**config.mk**
```make
export PLATFORM = sky130hd
export DESIGN_NAME = dmss_regs
export DESIGN_NICKNAME = d
export VERILOG_FILES = /design/src/inc/dmss_pkg.sv /design/src/design/dmss_regs.sv
export VERILOG_INCLUDE_DIRS = /design/src /design/src/inc
export SDC_FILE = /design/constraint.sdc
export NUM_CORES = 1
export LEC_CHECK = 0
export BUFFER_PORTS_ARGS = -buffer_cell sky130_fd_sc_hd__buf_2
export CAP_MARGIN = 10
export CORE_ASPECT_RATIO = 0.75
export CORE_MARGIN = 1.5
export CORE_UTILIZATION = 30
export DETAILED_ROUTE_END_ITERATION = 12
export PLACE_DENSITY = 0.59
export SETUP_SLACK_MARGIN = 0.02
export SKIP_LAST_GASP = 1
export SLEW_MARGIN = 10
export SYNTH_ARGS = -nofsm -noshare
export SYNTH_HDL_FRONTEND = slang
export SYNTH_SLANG_ARGS = --single-unit
```
**constraint.sdc**
```tcl
create_clock -name clk -period 3.7 [get_ports clk]
set_clock_uncertainty 0.1 [all_clocks]
set_input_delay 0.74 -clock clk [delete_from_list [all_inputs] [get_ports clk]]
set_output_delay 0.74 -clock clk [all_outputs]
set_load 0.01 [all_outputs]
```
**src/inc/dmss_consts.svh**
```systemverilog
// constants for the motor stage status register bank
// What this block does
// page one shows measured values up high
// separate register instance per output channel
// channel status words at first upper registers
// coil, supply, contact voltages in millivolts
// signed coil current per channel, mA
// driver temperature in whole degrees
// duty cycle percent and raw control error
// active current limit per channel, mA
// absolute and mean absolute coil current
// synchronization current offset, raw digits
// overload duration per channel, ms
// reserved range, firmware version last
// bit 14 when contact voltage below 12V
// bit 12 on driver short circuit
// bit 11 when supply 10% over nominal
// bit 10 when supply at 80% relation
// below 8V: error, bit15, flag, shutdown
// bit 9 when overload time exceeded
// bit 8 when temperature above 80C
// above 100C: error, bit15, flag, shutdown
// bit 6 while output saturated
// bit 5 while driving negative
// bit 4 while driving positive
// bit 2 ready to enable, 3 active
// reserved status bits read zero
`ifndef DMSS_CONSTS_SVH
`define DMSS_CONSTS_SVH
// =====================================================
// register offsets
`define DMSS_OFS_COND      6'h00
`define DMSS_OFS_LIVE_CH1  6'h20
`define DMSS_OFS_LIVE_CH2  6'h21
`define DMSS_OFS_COIL_V1   6'h22
`define DMSS_OFS_COIL_V2   6'h23
`define DMSS_OFS_SUPPLY    6'h24
`define DMSS_OFS_CONTACT   6'h25
`define DMSS_OFS_CUR1      6'h26
`define DMSS_OFS_CUR2      6'h27
`define DMSS_OFS_TEMP      6'h28
`define DMSS_OFS_DUTY1     6'h29
`define DMSS_OFS_DUTY2     6'h2a
`define DMSS_OFS_CERR1     6'h2b
`define DMSS_OFS_CERR2     6'h2c
`define DMSS_OFS_LIM1      6'h2d
`define DMSS_OFS_LIM2      6'h2e
`define DMSS_OFS_ABS1      6'h2f
`define DMSS_OFS_ABS2      6'h30
`define DMSS_OFS_MEAN1     6'h31
`define DMSS_OFS_MEAN2     6'h32
`define DMSS_OFS_OFFS1     6'h33
`define DMSS_OFS_OFFS2     6'h34
`define DMSS_OFS_OVL1      6'h35
`define DMSS_OFS_OVL2      6'h36
`define DMSS_OFS_FW        6'h3f
// =====================================================
// status word bit positions
`define DMSS_B_MISC   15
`define DMSS_B_NOCTRL 14
`define DMSS_B_SHORT  12
`define DMSS_B_OVV    11
`define DMSS_B_UNV    10
`define DMSS_B_OVC    9
`define DMSS_B_OVT    8
`define DMSS_B_SAT    6
`define DMSS_B_NEG    5
`define DMSS_B_POS    4
`define DMSS_B_ACT    3
`define DMSS_B_RDY    2
// =====================================================
// reset value and thresholds
`define DMSS_RST_WORD   16'h0000
`define DMSS_CTRL_MIN   16'h2ee0
`define DMSS_SUP_MIN    16'h1f40
`define DMSS_TEMP_WARN  16'h0050
`define DMSS_TEMP_ERR   16'h0064
`define DMSS_OV_PCT     24'h00006e
`define DMSS_UV_PCT     24'h000050
`define DMSS_FULL_PCT   24'h000064
`endif

```
**src/inc/dmss_pkg.sv**
```systemverilog
// types shared by the motor stage status register bank
package dmss_pkg;
  typedef logic [15:0] dmss_word_t;  // one 16-bit register
  typedef logic [5:0]  dmss_addr_t;  // register number
  typedef logic [23:0] dmss_prod_t;  // percent products
endpackage
```
**src/design/dmss_regs.sv**
```systemverilog
// status and measurement register bank of a two-channel motor stage
`include "dmss_consts.svh"
module dmss_regs
  import dmss_pkg::*;
#(
  parameter dmss_word_t FW_VERSION = 16'h0001  // arbitrary value
) (
  input  wire logic             clk,
  input  wire logic             rst,
  input  wire logic             page_sel,       // page one selected
  input  wire logic             reg_ch,         // channel instance
  input  wire dmss_addr_t       reg_addr,
  input  wire logic             reg_rd,
  input  wire logic             reg_wr,
  output      dmss_word_t       reg_rdata,
  output      logic             reg_ack,
  input  wire logic [1:0][15:0] coil_mv,
  input  wire dmss_word_t       supply_mv,
  input  wire dmss_word_t       contact_mv,
  input  wire logic [1:0][15:0] coil_ma,        // signed
  input  wire dmss_word_t       temp_c,         // signed
  input  wire logic [1:0][15:0] duty_pct,
  input  wire logic [1:0][15:0] ctrl_err,
  input  wire logic [1:0][15:0] limit_ma,
  input  wire logic [1:0][15:0] abs_ma,
  input  wire logic [1:0][15:0] mean_ma,
  input  wire logic [1:0][15:0] sync_ofs,
  input  wire logic [1:0][15:0] ovl_ms,
  input  wire dmss_word_t       nominal_supply_voltage_setting,
  input  wire dmss_word_t       ovl_time_ms,    // configured limit
  input  wire logic [1:0]       short_det,
  input  wire logic [1:0]       saturated,
  input  wire logic [1:0]       drive_neg,
  input  wire logic [1:0]       drive_pos,
  input  wire logic [1:0]       ready_en,
  input  wire logic [1:0]       active,
  output      logic [1:0]       chan_disable,
  output      logic             status_byte_error_flag
);

  // =====================================================
  // shared supply, contact and temperature checks
  dmss_prod_t sup_x100;   // supply scaled by one hundred
  dmss_prod_t nom_ov;     // nominal times 110
  dmss_prod_t nom_uv;     // nominal times 80
  logic       uv_err;     // supply below 8 V
  logic       ot_err;     // temperature over 100 C
  logic       ot_warn;    // temperature over 80 C
  logic       ov_warn;    // supply 10 % high
  logic       uv_warn;    // supply at 80 % of nominal
  logic       noctrl;     // contact voltage missing

  // products are widened first so no bits fall off
  assign sup_x100 = {8'h00, supply_mv} * `DMSS_FULL_PCT;
  assign nom_ov   = {8'h00, nominal_supply_voltage_setting} * `DMSS_OV_PCT;
  assign nom_uv   = {8'h00, nominal_supply_voltage_setting} * `DMSS_UV_PCT;
  assign ov_warn  = sup_x100 > nom_ov;
  assign uv_warn  = sup_x100 <= nom_uv;
  assign uv_err   = supply_mv < `DMSS_SUP_MIN;
  assign noctrl   = contact_mv < `DMSS_CTRL_MIN;
  // temperature is signed, a frozen stage is no error
  assign ot_warn  = $signed(temp_c) > $signed(`DMSS_TEMP_WARN);
  assign ot_err   = $signed(temp_c) > $signed(`DMSS_TEMP_ERR);

  // =====================================================
  // per-channel status words
  dmss_word_t stat_q [2];   // live condition word per channel
  dmss_word_t stat_d [2];   // next condition word

  genvar ch;
  generate
    for (ch = 0; ch < 2; ch++) begin : g_ch
      // assemble the word; untouched bits stay zero
      always_comb begin
        stat_d[ch] = `DMSS_RST_WORD;
        stat_d[ch][`DMSS_B_MISC]   = uv_err | ot_err;
        stat_d[ch][`DMSS_B_NOCTRL] = noctrl;
        stat_d[ch][`DMSS_B_SHORT]  = short_det[ch];
        stat_d[ch][`DMSS_B_OVV]    = ov_warn;
        stat_d[ch][`DMSS_B_UNV]    = uv_warn | uv_err;
        stat_d[ch][`DMSS_B_OVC]    = ovl_ms[ch] > ovl_time_ms;
        stat_d[ch][`DMSS_B_OVT]    = ot_warn;
        stat_d[ch][`DMSS_B_SAT]    = saturated[ch];
        stat_d[ch][`DMSS_B_NEG]    = drive_neg[ch];
        stat_d[ch][`DMSS_B_POS]    = drive_pos[ch];
        stat_d[ch][`DMSS_B_ACT]    = active[ch];
        stat_d[ch][`DMSS_B_RDY]    = ready_en[ch];
      end

      // one instance per channel, volatile
      always_ff @(posedge clk or posedge rst) begin
        if (rst) begin
          stat_q[ch] <= `DMSS_RST_WORD;
        end else begin
          stat_q[ch] <= stat_d[ch];
        end
      end
    end
  endgenerate

  // =====================================================
  // escalation to shutdown
  logic shut_q;  // both channels held off

  // level follows the cause; no latching is asked for
  always_ff @(posedge clk or posedge rst) begin
    if (rst) begin
      shut_q <= 1'b0;
    end else begin
      shut_q <= uv_err | ot_err;
    end
  end

  assign chan_disable           = {2{shut_q}};
  assign status_byte_error_flag = shut_q;

  // =====================================================
  // register read path
  dmss_word_t rdata_d;   // selected word
  dmss_word_t rdata_q;   // registered answer
  logic       ack_q;     // answer strobe

  // page one decode; page zero upper holds config kept elsewhere
  always_comb begin
    rdata_d = 16'h0000;
    if (reg_addr == `DMSS_OFS_COND) begin
      rdata_d = stat_q[reg_ch];
    end else if (page_sel && reg_addr[5]) begin
      case (reg_addr)
        `DMSS_OFS_LIVE_CH1: rdata_d = stat_q[0];
        `DMSS_OFS_LIVE_CH2: rdata_d = stat_q[1];
        `DMSS_OFS_COIL_V1:  rdata_d = coil_mv[0];
        `DMSS_OFS_COIL_V2:  rdata_d = coil_mv[1];
        `DMSS_OFS_SUPPLY:   rdata_d = supply_mv;
        `DMSS_OFS_CONTACT:  rdata_d = contact_mv;
        `DMSS_OFS_CUR1:     rdata_d = coil_ma[0];
        `DMSS_OFS_CUR2:     rdata_d = coil_ma[1];
        `DMSS_OFS_TEMP:     rdata_d = temp_c;
        `DMSS_OFS_DUTY1:    rdata_d = duty_pct[0];
        `DMSS_OFS_DUTY2:    rdata_d = duty_pct[1];
        `DMSS_OFS_CERR1:    rdata_d = ctrl_err[0];
        `DMSS_OFS_CERR2:    rdata_d = ctrl_err[1];
        `DMSS_OFS_LIM1:     rdata_d = limit_ma[0];
        `DMSS_OFS_LIM2:     rdata_d = limit_ma[1];
        `DMSS_OFS_ABS1:     rdata_d = abs_ma[0];
        `DMSS_OFS_ABS2:     rdata_d = abs_ma[1];
        `DMSS_OFS_MEAN1:    rdata_d = mean_ma[0];
        `DMSS_OFS_MEAN2:    rdata_d = mean_ma[1];
        `DMSS_OFS_OFFS1:    rdata_d = sync_ofs[0];
        `DMSS_OFS_OFFS2:    rdata_d = sync_ofs[1];
        `DMSS_OFS_OVL1:     rdata_d = ovl_ms[0];
        `DMSS_OFS_OVL2:     rdata_d = ovl_ms[1];
        `DMSS_OFS_FW:       rdata_d = FW_VERSION;
        default:            rdata_d = 16'h0000;
      endcase
    end
  end

  // answer one cycle after the request; writes only acknowledged
  always_ff @(posedge clk or posedge rst) begin
    if (rst) begin
      rdata_q <= 16'h0000;
      ack_q   <= 1'b0;
    end else begin
      ack_q <= reg_rd | reg_wr;
      if (reg_rd) begin
        rdata_q <= rdata_d;
      end
    end
  end

  assign reg_rdata = rdata_q;
  assign reg_ack   = ack_q;

  // =====================================================
  // checks
  property p_r13;
    @(posedge clk) disable iff (rst)
    !rst && (contact_mv < `DMSS_CTRL_MIN) |=> stat_q[0][`DMSS_B_NOCTRL];
  endproperty
  a_r13: assert property (p_r13) else $error("no contact power flag");

  // the release edge still clears the words, so sampled reset gates each start
  property p_r14;
    @(posedge clk) disable iff (rst)
    !rst && short_det[1] |=> stat_q[1][`DMSS_B_SHORT];
  endproperty
  a_r14: assert property (p_r14) else $error("short flag missing");

  property p_r17;
    @(posedge clk) disable iff (rst)
    !rst && uv_err |=> (chan_disable == 2'b11) && status_byte_error_flag
               && stat_q[0][`DMSS_B_MISC] && stat_q[1][`DMSS_B_UNV];
  endproperty
  a_r17: assert property (p_r17) else $error("undervoltage shutdown");

  property p_r20;
    @(posedge clk) disable iff (rst)
    !rst && ot_err |=> stat_q[1][`DMSS_B_MISC] && stat_q[1][`DMSS_B_OVT]
               && (chan_disable == 2'b11);
  endproperty
  a_r20: assert property (p_r20) else $error("overtemp shutdown");

  property p_r25;
    @(posedge clk) disable iff (rst)
    (stat_q[0][1:0] == 2'b00) && !stat_q[0][7] && !stat_q[0][13]
    && (stat_q[1][1:0] == 2'b00) && !stat_q[1][7] && !stat_q[1][13];
  endproperty
  a_r25: assert property (p_r25) else $error("reserved bit set");

  property p_r3;
    @(posedge clk) disable iff (rst)
    reg_rd && page_sel && (reg_addr == `DMSS_OFS_LIVE_CH2)
    |=> reg_ack && (reg_rdata == $past(stat_q[1]));
  endproperty
  a_r3: assert property (p_r3) else $error("live word ch2 read");

  property p_r12;
    @(posedge clk) disable iff (rst)
    reg_rd && page_sel && (reg_addr == `DMSS_OFS_FW)
    |=> reg_rdata == FW_VERSION;
  endproperty
  a_r12: assert property (p_r12) else $error("firmware version read");

  property p_r1;
    @(posedge clk) disable iff (rst)
    reg_rd && (reg_addr == `DMSS_OFS_SUPPLY)
    |=> reg_rdata == ($past(page_sel) ? $past(supply_mv) : 16'h0000);
  endproperty
  a_r1: assert property (p_r1) else $error("page select decode");

  property p_r2;
    @(posedge clk) disable iff (rst)
    reg_rd && (reg_addr == `DMSS_OFS_COND)
    |=> reg_rdata == ($past(reg_ch) ? $past(stat_q[1]) : $past(stat_q[0]));
  endproperty
  a_r2: assert property (p_r2) else $error("channel instance read");

  property p_r23;
    @(posedge clk) disable iff (rst)
    !rst && drive_pos[0] && !drive_neg[0] |=> stat_q[0][`DMSS_B_POS]
                                      && !stat_q[0][`DMSS_B_NEG];
  endproperty
  a_r23: assert property (p_r23) else $error("direction flags");

  property p_r4;
    @(posedge clk) disable iff (rst)
    reg_rd && page_sel && (reg_addr == `DMSS_OFS_COIL_V1)
    |=> reg_ack && (reg_rdata == $past(coil_mv[0]));
  endproperty
  a_r4: assert property (p_r4) else $error("coil voltage read");

  property p_r5;
    @(posedge clk) disable iff (rst)
    reg_rd && page_sel && (reg_addr == `DMSS_OFS_CUR2)
    |=> reg_ack && (reg_rdata == $past(coil_ma[1]));
  endproperty
  a_r5: assert property (p_r5) else $error("coil current read");

  property p_r6;
    @(posedge clk) disable iff (rst)
    reg_rd && page_sel && (reg_addr == `DMSS_OFS_TEMP)
    |=> reg_ack && (reg_rdata == $past(temp_c));
  endproperty
  a_r6: assert property (p_r6) else $error("temperature read");

  property p_r7;
    @(posedge clk) disable iff (rst)
    reg_rd && page_sel && (reg_addr == `DMSS_OFS_DUTY2)
    |=> reg_ack && (reg_rdata == $past(duty_pct[1]));
  endproperty
  a_r7: assert property (p_r7) else $error("duty cycle read");

  property p_r8;
    @(posedge clk) disable iff (rst)
    reg_rd && page_sel && (reg_addr == `DMSS_OFS_LIM1)
    |=> reg_ack && (reg_rdata == $past(limit_ma[0]));
  endproperty
  a_r8: assert property (p_r8) else $error("current limit read");

  property p_r9;
    @(posedge clk) disable iff (rst)
    reg_rd && page_sel && (reg_addr == `DMSS_OFS_MEAN2)
    |=> reg_ack && (reg_rdata == $past(mean_ma[1]));
  endproperty
  a_r9: assert property (p_r9) else $error("mean current read");

  property p_r10;
    @(posedge clk) disable iff (rst)
    reg_rd && page_sel && (reg_addr == `DMSS_OFS_OFFS1)
    |=> reg_ack && (reg_rdata == $past(sync_ofs[0]));
  endproperty
  a_r10: assert property (p_r10) else $error("current offset read");

  property p_r11;
    @(posedge clk) disable iff (rst)
    reg_rd && page_sel && (reg_addr == `DMSS_OFS_OVL2)
    |=> reg_ack && (reg_rdata == $past(ovl_ms[1]));
  endproperty
  a_r11: assert property (p_r11) else $error("overload duration read");

  property p_r12_rsvd;
    @(posedge clk) disable iff (rst)
    reg_rd && page_sel && (reg_addr > `DMSS_OFS_OVL2) && (reg_addr < `DMSS_OFS_FW)
    |=> reg_ack && (reg_rdata == 16'h0000);
  endproperty
  a_r12_rsvd: assert property (p_r12_rsvd) else $error("reserved read");

  property p_r15;
    @(posedge clk) disable iff (rst)
    !rst && (({8'h00, supply_mv} * `DMSS_FULL_PCT) >
             ({8'h00, nominal_supply_voltage_setting} * `DMSS_OV_PCT))
    |=> stat_q[0][`DMSS_B_OVV] && stat_q[1][`DMSS_B_OVV];
  endproperty
  a_r15: assert property (p_r15) else $error("overvoltage warning");

  property p_r16;
    @(posedge clk) disable iff (rst)
    !rst && (({8'h00, supply_mv} * `DMSS_FULL_PCT) <=
             ({8'h00, nominal_supply_voltage_setting} * `DMSS_UV_PCT))
    |=> stat_q[0][`DMSS_B_UNV] && stat_q[1][`DMSS_B_UNV];
  endproperty
  a_r16: assert property (p_r16) else $error("undervoltage warning");

  property p_r18;
    @(posedge clk) disable iff (rst)
    !rst && (ovl_ms[1] > ovl_time_ms) |=> stat_q[1][`DMSS_B_OVC];
  endproperty
  a_r18: assert property (p_r18) else $error("overcurrent warning");

  property p_r19;
    @(posedge clk) disable iff (rst)
    !rst && ($signed(temp_c) > $signed(`DMSS_TEMP_WARN))
    |=> stat_q[0][`DMSS_B_OVT] && stat_q[1][`DMSS_B_OVT];
  endproperty
  a_r19: assert property (p_r19) else $error("temperature warning");

  property p_r21;
    @(posedge clk) disable iff (rst)
    !rst && saturated[0] |=> stat_q[0][`DMSS_B_SAT];
  endproperty
  a_r21: assert property (p_r21) else $error("saturation flag");

  property p_r24;
    @(posedge clk) disable iff (rst)
    !rst && ready_en[0] && active[1]
    |=> stat_q[0][`DMSS_B_RDY] && stat_q[1][`DMSS_B_ACT];
  endproperty
  a_r24: assert property (p_r24) else $error("ready flags");

  // a write is answered but must leave the read data alone
  property p_wr;
    @(posedge clk) disable iff (rst)
    reg_wr && !reg_rd |=> reg_ack && $stable(reg_rdata);
  endproperty
  a_wr: assert property (p_wr) else $error("write changed read data");

  property p_cov_uv;
    @(posedge clk) disable iff (rst) uv_err ##1 chan_disable[0];
  endproperty
  c_uv: cover property (p_cov_uv);

  property p_cov_rd;
    @(posedge clk) disable iff (rst) reg_rd && page_sel ##1 reg_ack;
  endproperty
  c_rd: cover property (p_cov_rd);

  property p_cov_ovc;
    @(posedge clk) disable iff (rst) stat_q[1][`DMSS_B_OVC];
  endproperty
  c_ovc: cover property (p_cov_ovc);

  property p_cov_ot;
    @(posedge clk) disable iff (rst) ot_err ##1 status_byte_error_flag;
  endproperty
  c_ot: cover property (p_cov_ot);

  property p_cov_wr;
    @(posedge clk) disable iff (rst) reg_wr ##1 reg_ack;
  endproperty
  c_wr: cover property (p_cov_wr);

endmodule // dmss_regs

```
**After elaboration in Yosys (flattened, before gate mapping)**

Cells that the tools add are included.

- Bits in registers: 42
- Input bits: 392
- Output and inout port bits: 20
- Logic and storage cells: 53

- Multipliers: 3
- Magnitude comparators: 9
- Eq/ne operators: 24
- Muxes and demuxes: 6
- Bitwise logic cells: 4
- Reduce and logical (&&, ||, !) cells: 2

Operators with widths:

| cell | count |
|---|---|
| 16-bit case mux with 24 select lines | 1 |
| 6-bit equality test, second input constant | 24 |
| 16-bit two-way mux | 5 |
| 16-bit > comparator | 2 |
| 16-bit by 8-bit > comparator with 1-bit output, second input constant | 2 |
| 23-bit > comparator | 1 |
| 23-bit <= comparator | 1 |
| 16-bit by 6-bit multiplier with 22-bit output, second input constant | 1 |
| 16-bit by 5-bit multiplier with 21-bit output, second input constant | 1 |
| 16-bit by 3-bit multiplier with 19-bit output, second input constant | 1 |
| 16-bit by 13-bit < comparator with 1-bit output, second input constant | 1 |
| 16-bit by 14-bit < comparator with 1-bit output, second input constant | 1 |
| 6-bit zero test | 1 |
| 1-bit OR | 3 |
| 2-bit >= comparator, second input constant | 1 |
| 1-bit inverter with 2-bit output | 1 |
| 1-bit logical AND | 1 |

**Logic depth before layout (Yosys ltp)**

- Word-level depth: 5
- Depth in mapped cells: 21
- Gate-level depth less buffers: 21

**Worst setup path before layout**

OpenSTA, ideal clock, no wires.

- Kind: input port to flip-flop
- Start: in nominal_supply_voltage_setting[5]
- End: reg stat_q[11] (netlist bit)
- Library setup time: 0.128 ns
- Data arrival time: 4.799 ns
- Data required time: 3.472 ns
- Path slack: -1.327 ns
- Cell stages on the path: 20
- Cells stage by stage: fa_1 fa_1 inv_1 fa_1 inv_1 ha_1 o21a_1 o31a_1 or4_1 a211oi_2 o21a_1 a21oi_1 xnor2_1 ha_1 a21o_1 a21o_1 a21oi_1 o21ai_0 a21oi_1 a31oi_1

- Word-level cells in the longest chain between the ends: 2

RTL lines:

| what | line | text |
|---|---|---|
| from (decl) | dmss_regs.sv:29 | `input wire dmss_word_t nominal_supply_voltage_setting,` |
| 16-bit by 6-bit multiplier with 22-bit output (no source line) | n/a |  |
| 23-bit > comparator | dmss_regs.sv:57 | `assign ov_warn = sup_x100 > nom_ov;` |
| named net ov_warn | dmss_regs.sv:49 | `logic ov_warn;` |
| to (signal, indexed assignment) | dmss_regs.sv:93 | `` stat_q[ch] <= `DMSS_RST_WORD; `` |
| to (signal, indexed assignment) | dmss_regs.sv:95 | `stat_q[ch] <= stat_d[ch];` |
| to (decl) | dmss_regs.sv:67 | `dmss_word_t stat_q [2];` |

The timed path passes the listed nets, and every way through them passes these cells.
A chain may end at the register's enable or synchronous reset.

**Worst setup path in the final report**

Same ends and word-level chain as after synthesis.

==> flow_summary.html <==
<table>
<tr><th>Metric</th><th>Value</th></tr>
<tr><th colspan="2">Run status</th></tr>
<tr><td>Run status</td><td>finished with violations</td></tr>
<tr><td>Failing checks</td><td>setup timing</td></tr>
<tr><th colspan="2">Timing</th></tr>
<tr><td>Fmax</td><td>slightly below 200 MHz</td></tr>
<tr><td>Setup-violating endpoint count in the final report</td><td>2</td></tr>
<tr><td>Count of pins over their slew limit</td><td>0</td></tr>
<tr><td>Final min period</td><td>5050 ps</td></tr>
<tr><td>Setup total negative slack</td><td>-2360 ps</td></tr>
<tr><td>Fin crit share</td><td>137%</td></tr>
<tr><td>Relative slew slack</td><td>46.8%</td></tr>
<tr><td>Final Hold Vio Count</td><td>0</td></tr>
<tr><td>Worst slew pin tran</td><td>just under 800 ps</td></tr>
<tr><td>Fin worst setup slack</td><td>-1350 ps</td></tr>
<tr><td>Setup repair after global routing missed its margin</td><td>true</td></tr>
<tr><td>Final hold slack</td><td>about 440 ps</td></tr>
<tr><th colspan="2">Critical path</th></tr>
<tr><td>Crit Reg-Reg Startpoint</td><td>stat_q[20]</td></tr>
<tr><td>Crit-path cells</td><td>buf_2, fa_1, fa_1, inv_1, fa_1, inv_1, ha_4, o21a_1, o31a_1, or4_4, a211oi_4, o21a_1, a21oi_1, xnor2_1, ha_1, a21o_1, a21o_1, a21oi_2, o21ai_1, a21oi_1, a31oi_1</td></tr>
<tr><td>Most repeated library cell on the critical path</td><td>fa_1</td></tr>
<tr><td>Bufs and invs on worst path</td><td>3</td></tr>
<tr><td>Class of the most critical setup path</td><td>in2reg</td></tr>
<tr><td>Maximum fanout along the worst path</td><td>4</td></tr>
<tr><td>Arrival time reported for the critical path endpoint</td><td>just over 5000 ps</td></tr>
<tr><td>Cell at the slowest stage of the critical path</td><td>fa_1</td></tr>
<tr><td>Family with the most delay on the worst path</td><td>adder cells</td></tr>
<tr><td>Kind of end point of the critical path</td><td>flop</td></tr>
<tr><td>Element type at the critical path start</td><td>input port</td></tr>
<tr><td>Start point of the critical path</td><td>nominal_supply_voltage_setting[5]</td></tr>
<tr><td>Crit path required time</td><td>between 3000 and 4000 ps</td></tr>
<tr><td>Critical Path Max Stage Delay</td><td>approximately 530 ps</td></tr>
<tr><th colspan="2">Drt</th></tr>
<tr><td>Iter 0 DRT Violations</td><td>roughly 1100</td></tr>
<tr><td>Pre-Repair DR Iteration Count</td><td>6</td></tr>
<tr><td>Detailed-route vias per instance</td><td>between 5 and 6</td></tr>
<tr><td>Wire length per cell</td><td>between 20 and 25 um</td></tr>
<tr><td>Residual antenna-violating net count after detailed routing</td><td>0</td></tr>
<tr><td>Via Count</td><td>approximately 12000</td></tr>
<tr><td>DR DRC count</td><td>0</td></tr>
<tr><td>Routed WL</td><td>53.5 mm</td></tr>
<tr><th colspan="2">Worst hold path</th></tr>
<tr><td>Worst hold path class</td><td>in2reg</td></tr>
<tr><td>Hold Path Origin</td><td>active[0]</td></tr>
<tr><th colspan="2">Pwr</th></tr>
<tr><td>Power per Cell Area</td><td>between 300 and 400 nW/um2</td></tr>
<tr><td>Largest voltage drop on the vdd net</td><td>just over 0.3 mV</td></tr>
<tr><td>Post-layout total power</td><td>~5 mW</td></tr>
<tr><td>Leakage Power</td><td>approximately 7.5 nW</td></tr>
<tr><th colspan="2">CTS</th></tr>
<tr><td>Cts bufs inserted</td><td>5</td></tr>
<tr><td>Clock transition at the register clock pins on the worst setup and hold paths after CTS</td><td>roughly 70 ps</td></tr>
<tr><td>Worst-skew pair later-pin latency</td><td>~300 ps</td></tr>
<tr><td>Number of hold buffers added after cts</td><td>0</td></tr>
<tr><td>Clock Path Buffers</td><td>2</td></tr>
<tr><td>TritonCTS clock tree</td><td>done</td></tr>
<tr><td>Cell chosen for the clock root</td><td>clkbuf_16</td></tr>
<tr><td>Level count of the clock H-tree</td><td>2</td></tr>
<tr><td>Number of buffers added for setup after CTS</td><td>0</td></tr>
<tr><td>Number of sinks handled by clock tree synthesis</td><td>36</td></tr>
<tr><th colspan="2">Yosys</th></tr>
<tr><td>Instance count of the mapped netlist</td><td>~1200</td></tr>
<tr><td>Cell types with the largest area share after synthesis</td><td>ha_1 26%, fa_1 10%, a22oi_1 9.1%, dfrtp_1 9.1%, inv_1 5.4%</td></tr>
<tr><td>Synth Cell Area</td><td>between 9000 and 10000 um2</td></tr>
<tr><td>Synth Net Count</td><td>~1800</td></tr>
<tr><td>Library cell with the largest summed area after synthesis</td><td>ha_1</td></tr>
<tr><td>Top FF cell, synth</td><td>dfrtp_1</td></tr>
<tr><td>Average cell area after synthesis</td><td>about 8.4 um2</td></tr>
<tr><td>Yosys warnings</td><td>0</td></tr>
<tr><td>Area share of the largest cell type after synthesis</td><td>~26%</td></tr>
<tr><td>Async S/R FF share, synth</td><td>100%</td></tr>
<tr><td>Fraction of the yosys area taken by sequential cells</td><td>a little under a tenth</td></tr>
<tr><td>Yosys cell types</td><td>68</td></tr>
<tr><td>Number of enable-type register cells in the synthesized netlist</td><td>0</td></tr>
<tr><td>FF+latch count, synth</td><td>36</td></tr>
<tr><th colspan="2">Global routing</th></tr>
<tr><td>Met1 Usage GRT</td><td>44.4%</td></tr>
<tr><td>Global-route met2 utilization</td><td>between 40 and 50%</td></tr>
<tr><td>Overall overflow remaining after global route</td><td>0</td></tr>
<tr><td>Global-route wire length before repair</td><td>just under 80 mm</td></tr>
<tr><td>Busiest layer in global routing</td><td>met2</td></tr>
<tr><td>Met3 routing resource usage after global routing</td><td>6.18%</td></tr>
<tr><td>Number of global-route vias before repair</td><td>~12000</td></tr>
<tr><td>Global router's overall resource usage</td><td>a little under a third</td></tr>
<tr><td>Antenna violations before repair</td><td>10</td></tr>
<tr><td>Pin count of the biggest net entering global routing</td><td>37</td></tr>
<tr><th colspan="2">Floorplan</th></tr>
<tr><td>Number of ports placed on the die boundary</td><td>412</td></tr>
<tr><td>Starting density of the core</td><td>a little under a third</td></tr>
<tr><td>Floorplan die width</td><td>212 um</td></tr>
<tr><td>Site Rows</td><td>57</td></tr>
<tr><td>Total Die Area</td><td>around 34000 um2</td></tr>
<tr><td>Standard cell core area</td><td>approximately 32000 um2</td></tr>
<tr><td>Die Span Y</td><td>between 150 and 200 um</td></tr>
<tr><th colspan="2">Placement</th></tr>
<tr><td>Half-perimeter wire length after placement</td><td>approximately 47 mm</td></tr>
<tr><td>Total instance count after detailed placement</td><td>2177</td></tr>
<tr><td>Routability-driven placement congestion ratio</td><td>1.03</td></tr>
<tr><td>Placed Instance Area</td><td>approximately 14000 um2</td></tr>
<tr><td>Quantity of I/O buffers inserted on ports</td><td>between 400 and 500</td></tr>
<tr><th colspan="2">Cells and area</th></tr>
<tr><td>Share of cells above drive strength 1</td><td>between 30% and 40%</td></tr>
<tr><td>Nets</td><td>between 2000 and 2500</td></tr>
<tr><td>Post-Layout Cell Count</td><td>roughly 2200</td></tr>
<tr><td>Finished layout cell area</td><td>between 10000 and 15000 um2</td></tr>
<tr><td>Area growth, synth to finish</td><td>42.8%</td></tr>
<tr><th colspan="2">Flow run</th></tr>
<tr><td>Number of max-cap violations</td><td>0</td></tr>
</table>
==> sequential cells by signal, indices dropped and copies added (netlist names) <==
register,flops
reg_ack,1
stat_q,19
reg_rdata,16
==> routing by layer <==
metal,vias to the layer above,wire [um]
met5,-,45
met4,6,1770
met3,83,4660
met2,571,22900
met1,5795,24100
li1,5554,-
==> cells by family after synthesis <==
kind of cell,count (synthesis),synth area share (%)
AOI/OAI and AO/OA,387,28.0
muxes,12,1.31
buffers and inverters,182,7.34
and+or+nand+nor,256,14.5
xor gates and xnor gates,43,3.82
adders and majority gates,252,35.9
DFF,36,9.14
==> report_power, final <==
group / leakage [nW] / total (mW) / internal, mW / switching, mW
Combinational: 6.96 / 4.24 / 2.12 / 2.12
Sequential: 0.440 / 0.456 / 0.430 / 0.0260
Clock: 0.0681 / 0.447 / 0.252 / 0.195
==> Yosys cell counts, drive strengths merged, types with 6 or more instances <==
| cell | count |
|---|---|
| mux2 | 7 |
| a22oi | 120 |
| nand2b | 12 |
| nand2 | 56 |
| o21ai | 40 |
| buf | 21 |
| a221oi | 24 |
| a31oi | 15 |
| o21a | 11 |
| clkbuf | 19 |
| ha | 201 |
| a21oi | 60 |
| a21o | 40 |
| nand3 | 33 |
| nor4 | 7 |
| nor2 | 54 |
| a211oi | 12 |
| nor3 | 21 |
| o21bai | 7 |
| and3 | 6 |
| nor2b | 9 |
| dfrtp | 36 |
| inv | 142 |
| fa | 51 |
| a22o | 23 |
| nand4 | 38 |
| xor2 | 20 |
| xnor2 | 23 |
==> worst reg2reg max path: stages, from the launching register on <==
cell	delay [ps]
dfrtp_1	400
a22oi_1	200
nand4_1	190
o31ai_1	300
a31oi_1	110
==> worst paths after layout <==
kind                                endpoint  slack (ps)  cells past startpoint
worst min register to register  reg_rdata[7]         440                      2
worst max register to register  reg_rdata[4]        2260                      4
worst min-delay path              stat_q[19]         440                      1
min in group asynchronous         stat_q[19]         450                      3
worst max-delay path              stat_q[11]       -1350                     21
max in group asynchronous       reg_rdata[7]        2610                      3
==> placed cells by master, fill, tap and decap left out, drive strengths merged, types with 3 or more instances in the layout <==
| cell | instances |
|---|---|
| inv | 141 |
| a22o | 23 |
| nor4 | 7 |
| nand3 | 33 |
| a31oi | 15 |
| clkbuf | 7 |
| o21bai | 7 |
| o31ai | 5 |
| a21oi | 60 |
| mux2 | 7 |
| a221oi | 24 |
| nor2 | 54 |
| nand4 | 38 |
| a221o | 3 |
| and3 | 6 |
| dfrtp | 36 |
| nor2b | 9 |
| xor2 | 20 |
| a22oi | 120 |
| xnor2 | 23 |
| a211oi | 12 |
| and4 | 4 |
| a211o | 3 |
| buf | 607 |
| ha | 201 |
| o21a | 11 |
| nor3 | 21 |
| nand2 | 56 |
| o21ai | 40 |
| fa | 51 |
| diode | 5 |
| nand2b | 12 |
| a222oi | 4 |
| a21o | 40 |
| mux2i | 5 |
| or2 | 4 |
==> stage by stage <==
step / utilization, % / setup slack, ps
after floorplan: - / -1270
after global routing: 43.5 / -1550
after CTS: 43.4 / -1320
final: 43.5 / -1350
after detailed placement: 42.9 / -1740
after global placement: 42.9 / -1720
==> timing repair <==
item | in CTS | in global routing
resized for setup | 5 | 2
gates cloned | 0 | 0
pin swaps | 3 | 2
endpoints found under the setup margin | 2 | 2
==> final cells by class <==
class / count / area, um2
fillers: 3392 / 18300
multi-input cells: 950 / 8400
repair buffers: 607 / 3530
flip-flops and latches: 36 / 901
well taps: 442 / 553
inverters: 142 / 533
clock buffers: 7 / 133
diodes: 5 / 12.5
clock inverters: 1 / 8.76
(Power assumes the default switching activity.)
